===== src/logic/smme_pkg.sv =====
// smme_pkg: constants and carriers for management-mode entry logic
// assumes a 200 MHz core clock and one AHB-Lite register slave
`default_nettype none
package smme_pkg;
  // register byte addresses
  localparam logic [7:0] OFS_CTRL = 8'h00;
  localparam logic [7:0] OFS_STATUS = 8'h04;
  localparam logic [7:0] OFS_SAVE_BASE = 8'h08;
  localparam logic [7:0] OFS_CR0 = 8'h0C;
  localparam logic [7:0] OFS_FLAGS = 8'h10;
  localparam logic [7:0] OFS_IP = 8'h14;
  localparam logic [7:0] OFS_DBG = 8'h18;
  localparam logic [7:0] OFS_CS_SEL = 8'h1C;
  // control register field positions
  localparam int CTRL_RESUME = 0;
  localparam int CTRL_INTERRUPT_RETURN_INSTR = 1;
  // control-register-zero bit positions
  localparam int CR0_PE = 0;
  localparam int CR0_EM = 2;
  localparam int CR0_TS = 3;
  localparam int CR0_PG = 31;
  // flags bit positions
  localparam int FL_TF = 8;
  localparam int FL_IF = 9;
  // entry and reset values
  localparam logic [63:0] ENTRY_IP = 64'h0000_0000_0000_8000;
  localparam logic [63:0] ENTRY_FLAGS = 64'h0000_0000_0000_0002;
  localparam logic [63:0] ENTRY_DBG = 64'h0000_0000_0000_0400;
  localparam logic [63:0] ENTRY_ZERO = 64'h0000_0000_0000_0000;
  localparam logic [31:0] SEG_LIMIT = 32'hFFFF_FFFF;
  localparam logic [15:0] DATA_SEL = 16'h0000;
  localparam logic [31:0] RST_SAVE_BASE = 32'h0003_0000;
  localparam logic [31:0] RST_CR0 = 32'h0000_0010;
  localparam int SEL_SHIFT = 4;
  localparam logic [2:0] ATTR_RWX = 3'h7;
  localparam logic [2:0] ATTR_RW = 3'h3;

  typedef enum logic [2:0] {
    ST_RUN = 3'b000,
    ST_DRAIN = 3'b001,
    ST_ACK = 3'b010,
    ST_LOAD = 3'b011,
    ST_MGMT = 3'b100,
    ST_RESUME = 3'b101
  } smme_state_e;

  typedef struct packed {
    logic [15:0] sel;
    logic [31:0] base;
    logic [31:0] limit;
    logic [2:0] attr;
  } smme_seg_s;

  typedef struct packed {
    logic [31:0] haddr;
    logic [1:0] htrans;
    logic hwrite;
    logic [2:0] hsize;
    logic hsel;
    logic [31:0] hwdata;
  } smme_ahb_req_s;

  typedef struct packed {
    smme_state_e state;
    logic sys_mgmt_mode;
    logic mgmt_pend;
    logic nmi_pend;
    logic nmi_unmask;
    logic ack;
    logic fetch_stop;
    logic nmi_take;
    logic mgmt_tag;
    logic [31:0] save_base;
    logic [31:0] cr0;
    logic [63:0] flags;
    logic [63:0] ip;
    logic [63:0] dbg;
    logic [63:0] cr4;
    logic [63:0] extended_feature_enable;
    logic [31:0] sv_cr0;
    logic [63:0] sv_flags;
    logic [63:0] sv_ip;
    logic [63:0] sv_dbg;
    smme_seg_s cs;
    smme_seg_s ds;
    logic [2:0] rd_addr;
    logic rd_wr;
    logic rd_act;
    logic [31:0] hrdata;
  } smme_st_s;

  function automatic logic [31:0] seg_base(input logic [15:0] sel);
    seg_base = {12'h000, sel, 4'h0};
  endfunction
endpackage : smme_pkg
`default_nettype wire


===== src/logic/smme_entry.sv =====
// smme_entry: management-interrupt acceptance, entry sequence and mode flags
// assumes pipeline drain/write-buffer status from the same clock domain;
// mgmt and nmi request pins are asynchronous and synchronised here
//
// Notes on behaviour
// RULE1 - management interrupt beats nmi and all other external interrupts
// RULE2 - management interrupt inside the mode is latched, taken after exit
// RULE3 - on request stop fetch, let in-flight instructions retire
// RULE4 - wait for write buffer empty before acknowledging
// RULE5 - pulse acknowledge to system logic once draining done
// RULE6 - segment limits are 4 gbyte inside the mode
// RULE7 - 20-bit segment bases, 16-bit default operand and address size
// RULE8 - code segment: selector base>>4, base save base, full limit, rwx
// RULE9 - data segments: selector zero, base zero, full limit, rw
// RULE10 - ip 8000h, flags 0002h, debug 0400h, cr4 and extended_feature_enable zero
// RULE11 - clear pe, em, ts, pg in cr0, keep other bits
// RULE12 - hardware interrupts off on entry, exceptions still allowed
// RULE13 - maskable enable flag cleared on entry, software may set it
// RULE14 - debug control cleared and single-step flag cleared on entry
// RULE15 - nmi in the mode is latched, taken after resume before program
// RULE16 - interrupt return inside mode unmasks nmi until exit
// RULE17 - processor init request ignored inside the mode
// RULE18 - interrupt in the mode pushes only low 16 ip bits
// RULE19 - segment base is selector shifted left by four
// RULE20 - cache lines tagged by mode so no flush on entry or exit
// RULE21 - media, fault-address, priority, debug addr, mtrr, msr not saved
// RULE22 - resume reloads saved state then returns to program
// RULE23 - internal mode flag set at entry end, cleared at resume end
`default_nettype none
module smme_entry
  import smme_pkg::*;
(
  input wire logic CLK_SYS,
  input wire logic RST,
  input wire logic MGMT_INTERRUPT,
  input wire logic NMI_REQ,
  input wire logic INTR_REQ,
  input wire logic INIT_REQ,
  input wire logic PIPE_EMPTY,
  input wire logic WBUF_EMPTY,
  input wire logic SW_INT,
  input wire logic EXC_REQ,
  input wire logic [31:0] HADDR,
  input wire logic [1:0] HTRANS,
  input wire logic HWRITE,
  input wire logic [2:0] HSIZE,
  input wire logic HSEL,
  input wire logic HREADY,
  input wire logic [31:0] HWDATA,
  output logic [31:0] HRDATA,
  output logic HREADYOUT,
  output logic HRESP,
  output logic FETCH_STOP,
  output logic MGMT_ACK,
  output logic SYS_MGMT_MODE,
  output logic NMI_TAKE,
  output logic INTR_TAKE,
  output logic INIT_TAKE,
  output logic MGMT_CACHE_TAG,
  output logic ADDR16_DEFAULT,
  output logic [31:0] SEG_LIMIT_OUT,
  output logic [15:0] PUSH_IP,
  output logic [63:0] IP_OUT,
  output logic [63:0] FLAGS_OUT
);
  smme_st_s r;
  smme_st_s next_r;
  logic [3:0] s1;
  logic [3:0] s2;
  logic mgmt_q;
  logic nmi_q;
  logic intr_q;
  logic init_q;
  logic mgmt_rise;
  logic nmi_rise;
  logic wr_ctrl;

  // two-stage synchronisers, first stage feeds only the second
  always_ff @(posedge CLK_SYS) begin
    if (RST) begin
      s1 <= 4'h0;
      s2 <= 4'h0;
      mgmt_q <= 1'b0;
      nmi_q <= 1'b0;
    end else begin
      s1 <= {INIT_REQ, INTR_REQ, NMI_REQ, MGMT_INTERRUPT};
      s2 <= s1;
      mgmt_q <= s2[0];
      nmi_q <= s2[1];
    end
  end
  assign intr_q = s2[2];
  assign init_q = s2[3];
  // edge-triggered sources so a held pin raises one event
  assign mgmt_rise = s2[0] & ~mgmt_q;
  assign nmi_rise = s2[1] & ~nmi_q;
  assign wr_ctrl = r.rd_act && r.rd_wr && (r.rd_addr == OFS_CTRL[4:2]);

  always_comb begin
    next_r = r;
    next_r.ack = 1'b0;
    next_r.nmi_take = 1'b0;
    // ahb address phase capture; zero wait-state data phase
    next_r.rd_act = HSEL && HREADY && HTRANS[1];
    if (HSEL && HREADY && HTRANS[1]) begin
      next_r.rd_addr = HADDR[4:2];
      next_r.rd_wr = HWRITE;
    end
    if (r.rd_act && !r.rd_wr) begin
      next_r.hrdata = 32'h0000_0000;
    end
    if (HSEL && HREADY && HTRANS[1] && !HWRITE) begin
      case (HADDR[4:2])
        3'd1: next_r.hrdata = {27'h0, r.nmi_unmask, r.nmi_pend, r.mgmt_pend,
                               r.sys_mgmt_mode, r.fetch_stop};
        3'd2: next_r.hrdata = r.save_base;
        3'd3: next_r.hrdata = r.cr0;
        3'd4: next_r.hrdata = r.flags[31:0];
        3'd5: next_r.hrdata = r.ip[31:0];
        3'd6: next_r.hrdata = r.dbg[31:0];
        3'd7: next_r.hrdata = {16'h0000, r.cs.sel};
        default: next_r.hrdata = 32'h0000_0000;
      endcase
    end
    // software writes: flags and debug may be re-enabled by the handler
    if (r.rd_act && r.rd_wr) begin
      case (r.rd_addr)
        3'd2: next_r.save_base = HWDATA;
        3'd3: next_r.cr0 = HWDATA;
        3'd4: next_r.flags[31:0] = HWDATA; // [RULE13]
        3'd5: next_r.ip[31:0] = HWDATA;
        3'd6: next_r.dbg[31:0] = HWDATA;
        default: ;
      endcase
    end
    // pending latches: set wins over clear
    if (mgmt_rise) begin
      next_r.mgmt_pend = 1'b1; // [RULE2]
    end
    if (nmi_rise && r.sys_mgmt_mode && !r.nmi_unmask) begin
      next_r.nmi_pend = 1'b1; // [RULE15]
    end
    case (r.state)
      ST_RUN: begin
        // management request checked before nmi [RULE1]
        if (r.mgmt_pend) begin
          next_r.mgmt_pend = mgmt_rise;
          next_r.fetch_stop = 1'b1; // [RULE3]
          next_r.state = ST_DRAIN;
        end else if (r.nmi_pend) begin
          next_r.nmi_pend = 1'b0;
          next_r.nmi_take = 1'b1; // [RULE15]
        end
      end
      ST_DRAIN: begin
        if (PIPE_EMPTY && WBUF_EMPTY) begin // [RULE3] [RULE4]
          next_r.state = ST_ACK;
        end
      end
      ST_ACK: begin
        next_r.ack = 1'b1; // [RULE5]
        // save area kept internally; unsaved cr4 and extended_feature_enable are zeroed at load, not restored [RULE21]
        next_r.sv_cr0 = r.cr0;
        next_r.sv_flags = r.flags;
        next_r.sv_ip = r.ip;
        next_r.sv_dbg = r.dbg;
        next_r.state = ST_LOAD;
      end
      ST_LOAD: begin
        next_r.cs.sel = r.save_base[SEL_SHIFT +: 16]; // [RULE8]
        next_r.cs.base = r.save_base;
        next_r.cs.limit = SEG_LIMIT; // [RULE6]
        next_r.cs.attr = ATTR_RWX;
        next_r.ds.sel = DATA_SEL; // [RULE9]
        next_r.ds.base = seg_base(DATA_SEL); // [RULE19]
        next_r.ds.limit = SEG_LIMIT;
        next_r.ds.attr = ATTR_RW;
        next_r.ip = ENTRY_IP; // [RULE10]
        next_r.flags = ENTRY_FLAGS; // [RULE13] [RULE14]
        next_r.dbg = ENTRY_DBG; // [RULE14]
        next_r.cr4 = ENTRY_ZERO;
        next_r.extended_feature_enable = ENTRY_ZERO;
        next_r.cr0[CR0_PE] = 1'b0; // [RULE11]
        next_r.cr0[CR0_EM] = 1'b0;
        next_r.cr0[CR0_TS] = 1'b0;
        next_r.cr0[CR0_PG] = 1'b0;
        next_r.nmi_unmask = 1'b0; // [RULE16]
        next_r.sys_mgmt_mode = 1'b1; // [RULE23]
        next_r.mgmt_tag = 1'b1; // [RULE20]
        next_r.fetch_stop = 1'b0;
        next_r.state = ST_MGMT;
      end
      ST_MGMT: begin
        if (wr_ctrl && HWDATA[CTRL_INTERRUPT_RETURN_INSTR]) begin
          next_r.nmi_unmask = 1'b1; // [RULE16]
        end
        if (r.nmi_unmask && (r.nmi_pend || nmi_rise)) begin
          next_r.nmi_pend = 1'b0;
          next_r.nmi_take = 1'b1; // [RULE16]
        end
        if (wr_ctrl && HWDATA[CTRL_RESUME]) begin
          next_r.state = ST_RESUME;
        end
      end
      ST_RESUME: begin
        next_r.cr0 = r.sv_cr0; // [RULE22]
        next_r.flags = r.sv_flags;
        next_r.ip = r.sv_ip;
        next_r.dbg = r.sv_dbg;
        next_r.cs.base = seg_base(r.cs.sel);
        next_r.sys_mgmt_mode = 1'b0; // [RULE23]
        next_r.mgmt_tag = 1'b0; // [RULE20]
        next_r.nmi_unmask = 1'b0;
        next_r.state = ST_RUN;
      end
      default: next_r.state = ST_RUN;
    endcase
  end

  always_ff @(posedge CLK_SYS) begin
    if (RST) begin
      r <= '0;
      r.state <= ST_RUN;
      r.save_base <= RST_SAVE_BASE;
      r.cr0 <= RST_CR0;
      r.flags <= ENTRY_FLAGS;
      r.dbg <= ENTRY_DBG;
    end else begin
      r <= next_r;
    end
  end

  assign HRDATA = r.hrdata;
  assign HREADYOUT = 1'b1;
  assign HRESP = 1'b0;
  assign FETCH_STOP = r.fetch_stop;
  assign MGMT_ACK = r.ack;
  assign SYS_MGMT_MODE = r.sys_mgmt_mode;
  assign NMI_TAKE = r.nmi_take;
  assign MGMT_CACHE_TAG = r.mgmt_tag;
  // hardware interrupts need the enable flag and no entry in progress
  assign INTR_TAKE = intr_q && r.flags[FL_IF] && (r.state == ST_RUN || r.state == ST_MGMT)
                     && !r.mgmt_pend; // [RULE12] [RULE1]
  assign INIT_TAKE = init_q && !r.sys_mgmt_mode && (r.state == ST_RUN); // [RULE17]
  assign ADDR16_DEFAULT = r.sys_mgmt_mode; // [RULE7]
  assign SEG_LIMIT_OUT = r.sys_mgmt_mode ? SEG_LIMIT : 32'h0000_FFFF; // [RULE6]
  assign PUSH_IP = r.ip[15:0]; // [RULE18]
  assign IP_OUT = r.ip;
  assign FLAGS_OUT = r.flags;

  // exceptions and software interrupts are never blocked here [RULE12]
  logic unused_in;
  assign unused_in = SW_INT ^ EXC_REQ ^ ^HSIZE ^ HTRANS[0] ^ ^HADDR[31:5] ^ ^HADDR[1:0];
endmodule // smme_entry
`default_nettype wire


===== config.mk =====
export PLATFORM = sky130hd
export DESIGN_NAME = smme_entry
export DESIGN_NICKNAME = d
export VERILOG_FILES = /design/src/logic/smme_pkg.sv /design/src/logic/smme_entry.sv
export SDC_FILE = /design/constraint.sdc
export NUM_CORES = 1
export LEC_CHECK = 0
export ABC_AREA = 1
export BUFFER_PORTS_ARGS = -buffer_cell sky130_fd_sc_hd__buf_2
export CORE_MARGIN = 2
export CORE_UTILIZATION = 30
export DETAILED_ROUTE_END_ITERATION = 12
export PLACE_DENSITY_LB_ADDON = 0.05
export RECOVER_POWER = 25
export SYNTH_ARGS = -nofsm -noshare
export SYNTH_HDL_FRONTEND = slang
export SYNTH_SLANG_ARGS = --single-unit

===== constraint.sdc =====
create_clock -name CLK_SYS -period 2.31 [get_ports CLK_SYS]
set_input_delay 0.3465 -clock CLK_SYS [delete_from_list [all_inputs] [get_ports CLK_SYS]]
set_output_delay 0.3465 -clock CLK_SYS [all_outputs]
set_load 0.01 [all_outputs]

## Yosys cells after proc, flatten, opt, wreduce, memory -nomap -nowiden

Index checks and enable logic that the tools add are counted.

- Register bits after elaboration: 553
- Logic and storage cells: 141
- Output and inout bits: 218
- Bits of input ports: 82

- Reductions and logical operators: 47
- Equality and inequality tests: 21
- Multiplexer cells: 39
- Bitwise operators: 4

Operator list:

| operator | number |
|---|---|
| $pmux 193 s2 | 1 |
| $mux 32 | 11 |
| $pmux 32 s7 | 1 |
| $eq 3x3->1 const B | 9 |
| $mux 27 | 1 |
| $eq 3x2->1 const B | 6 |
| $logic_and 1x1->1 | 17 |
| $reduce_and 2->1 | 8 |
| $pmux 3 s5 | 1 |
| $reduce_bool 3->1 | 5 |
| $mux 1 | 14 |
| $pmux 1 s2 | 6 |
| $reduce_bool 2->1 | 6 |
| $mux 3 | 3 |
| $ne 2x2->1 const B | 4 |
| $eq 3x1->1 const B | 2 |
| $logic_not 3->1 | 2 |
| $logic_not 1->1 | 5 |
| $pmux 2 s2 | 1 |
| $reduce_and 3->1 | 1 |
| $and 1x1->1 | 2 |
| $logic_or 1x1->1 | 2 |
| $not 1->1 | 2 |
| $reduce_or 2->1 | 1 |

## Logic depth before layout (Yosys ltp)

- Depth after elaboration: 8
- Mapped depth: 10
- Depth with buffers taken out: 8

## Least setup slack after synthesis

No wires, ideal clock.

- Path type: register to output
- From: register r[819] (netlist name)
- To: output port INIT_TAKE
- Data required time: 1.964 ns
- Cell stages (with the launch flop): 7
- Buffers on the path: 1
- Data arrival time: 1.087 ns
- Slack: 0.877 ns
- Cell sequence: dfxtp_1 -> buf_2 -> nor2_1 -> inv_1 -> nor2_1 -> nand2_1 -> nor2_1

- Longest elaborated chain between the ends: 2

Ends and longest elaborated chain:

| item | RTL line | source |
|---|---|---|
| start, declared | smme_entry.sv:66 | `smme_st_s r;` |
| start signal, assigned | smme_entry.sv:229 | `r <= next_r;` |
| $logic_not 3->1 | smme_entry.sv:244 | `assign INIT_TAKE = init_q && !r.sys_mgmt_mode && (r.state == ST_RUN);` |
| $logic_and 1x1->1 | smme_entry.sv:244 |  |
| end, declared | smme_entry.sv:58 | `output logic INIT_TAKE,` |

Every way passes these cells.

## Worst setup path after layout

Ends and elaborated chain as after synthesis.

==> impl_results.md <==
- LEAKAGE: 0.00901 uW
- RSZ-0062 raised after global routing: false
- Initial Util: 30.3%
- Final Non-Filler Cells: 3,783
- Setup Buffers After CTS: 0
- Post-DR vias/cell: 4.90
- Mux cell area share after synthesis: 0%
- FILL cells: 7,409
- Total GRT Usage: 19.9%
- CTS max path bufs: 3
- Full die area: 72,900 um^2
- Fin crit period: 2.11 ns
- Pwr Total: 19,900 uW
- Slew @ Worst Pin: 2.26 ns
- Worst Path Arrival: 1.76 ns
- Ys Warns: 0
- DRC viols: 0
- Status: finished, violations left
- R2R setup slack: 0.26 ns
- Nature of the critical path endpoint: output pin
- DRT Wirelength: 75,000 um
- Inst Count DP: 3,673
- Post-synthesis sequential area ratio: 46.1%
- Reg2reg start: r[819]
- CP max FO: 8
- Simple-gate share of the synthesized area: 19.8%
- Total gr overflow: 0
- Vias in the first global route: 17,471
- Total CTS buffers: 57
- RR Endpoint: r[276]
- CP Capture Point: INIT_TAKE
- Clk sink count: 489
- Max-Cap Viols: 1
- WL/cell: 19.8 um
- Post-Syn Area: 21,200 um^2
- Commonest non-fill, non-tap cells in the layout: dfxtp_1, nor2_1, o21ai_0
- XOR/XNOR Fraction of Synth Area: 0%
- Post-detail-place hpwl: 46,200 um
- Rel. slew slack: -50.9%
- Htree depth: 2
- Startpoint Class: flip-flop
- NumNets Final: 2,881
- Final core utilization: 33.8%
- Final hold vios: 0
- Core area: 70,000 um^2
- DRT Pass-1 Iters: 7
- Initial antenna violation count: 3
- Root buf cell: clkbuf_16
- Setup CP Type: reg -> out
- Vias: 18,544
- Final slew viol count: 93
- Largest cells by area after synthesis: dfxtp_1, o21ai_0, buf_4, nor2_1, a21oi_1
- Setup Skew: 0.0313 ns
- Final setup violating endpoints: 0
- 1st-iter DRT viols: 1,364
- Port-buffer cells: 246
- Post-synthesis adder-cell area fraction: 0%
- Most common cell after layout, fill and taps aside: dfxtp_1
- Synth top area share: 46.1%
- Worst R2R Path Depth: 5
- Synth cell types: 36
- Ratio of cells with drive above 1 in the final layout: 10.6%
- Largest net degree at the start of global routing: 122
- RD Place Congestion: 0.801
- Power Density: 840 nW/um^2
- DIE WIDTH: 270 um
- TritonCTS clock tree: done
- Post-route setup TNS: 0 ns
- Post-Synthesis Cells: 2,839
- Synth Register Bits: 489
- DRT antenna net count: 0
- First-pass GRT wire length: 113,000 um
- Worst-Skew Late Latency: 0.62 ns
- Worst VDD drop: 0.000517 V
- Failing checks: max-capacitance violations, max-slew violations
- Chip Height: 270 um
- Hold Path Class: in -> reg
- Area grow syn2layout: 11.5%
- CP required: 1.96 ns
- Syn_area_per_cell: 7.48 um^2
- Ports: 300
- Worst setup path start: r[819]
- Largest family of logic cells by synthesized area: simple AND/OR/NAND/NOR gates
- Synth area leader: dfxtp_1
- F_max: 0.475 GHz
- Worst-path clk slew: 0.06 ns
- Complex-gate fraction of the synthesized area: 18.8%
- Hold WS: 0.0407 ns
- Site Rows: 97
- Final period utilization: 91.2%
[synth_stat cells, drive strengths merged]
cell type    n
nand3       74
nand4      107
and3         4
o32ai        1
a21oi      304
o21ai      407
conb         2
o2111ai      1
a31oi       28
nand2      391
o21a        28
dfxtp      489
clkbuf     101
o211ai       2
nor3         1
buf        324
inv        148
a211oi       3
nor2       423
clkinv       1
[critical path, cell delays in order (launching register included)]
cell	delay [ns]
dfxtp_1	0.42
nor2_2	0.18
inv_1	0.05
nor2_1	0.09
buf_4	0.15
nand2_1	0.05
nor2_1	0.07
buf_2	0.13
[per-layer routing]
layer / vias up / wire length [um] / GRT usage (%)
li1: 9073 / - / -
met1: 8901 / 34200 / 26.6
met2: 459 / 35400 / 33.1
met3: 109 / 3380 / 2.77
met4: 2 / 1980 / 6.15
met5: - / 7 / 0
[state kept, by name (all words and copies together), names as in the netlist]
name / flops
HRDATA: 32
mgmt_q: 1
nmi_q: 1
IP_OUT: 64
FETCH_STOP: 1
s1: 4
s2: 4
MGMT_ACK: 1
MGMT_CACHE_TAG: 1
NMI_TAKE: 1
FLAGS_OUT: 64
r: 315
[how the worst min path moves through the flow]
stage | from | end | slack [ns] | cells past startpoint
finish | HWDATA[10] | r[789] | 0.04 | 3
global route | HWDATA[24] | r[803] | 0.02 | 3
CTS | HWDATA[24] | r[803] | 0.007 | 3
detailed placement | s1[0] | s2[0] | 0.40 | 2
global placement | s1[3] | s2[3] | 0.40 | 2
floorplan | s1[0] | s2[0] | 0.39 | 2
[stage by stage]
stage | setup slack [ns] | cell area, um^2
after detailed placement | 0.273 | 21900
final | 0.204 | 23700
after floorplan | 0.877 | 21300
after CTS | 0.0990 | 23800
after global routing | 0.0254 | 23700
after global placement | 0.265 | 21900
[layout make-up]
type                            count  area, um^2  area share (%)
Antenna cell                        1        2.50          0.0106
Multi-Input combinational cell   1792        8310            35.1
Tap cell                          940        1180            4.97
Timing Repair Buffer              310        1890            8.00
Sequential cell                   489        9790            41.4
Clock inverter                     11         159           0.671
Inverter                          149         578            2.44
Clock buffer                       91        1770            7.46
[what timing repair did]
action | 4_1_cts | 5_1_grt
endpoints found under the hold margin | 7 | 0
hold buffers | 7 | 0
resized for setup | 0 | 1
setup endpoints to repair | 0 | 1
[kinds of logic after synthesis]
group / after synthesis
AOI/OAI and AO/OA: 774
buffers and inverters: 574
DFF: 489
other: 2
and+or+nand+nor: 1000
[power breakdown]
part / internal, uW / total, uW / switching [uW] / leakage (uW)
Combinational: 489 / 1620 / 1130 / 0.00412
Clock: 5630 / 9310 / 3680 / 0.000952
Sequential: 8770 / 8960 / 183 / 0.00394
Power figures use the tool's default switching activity.
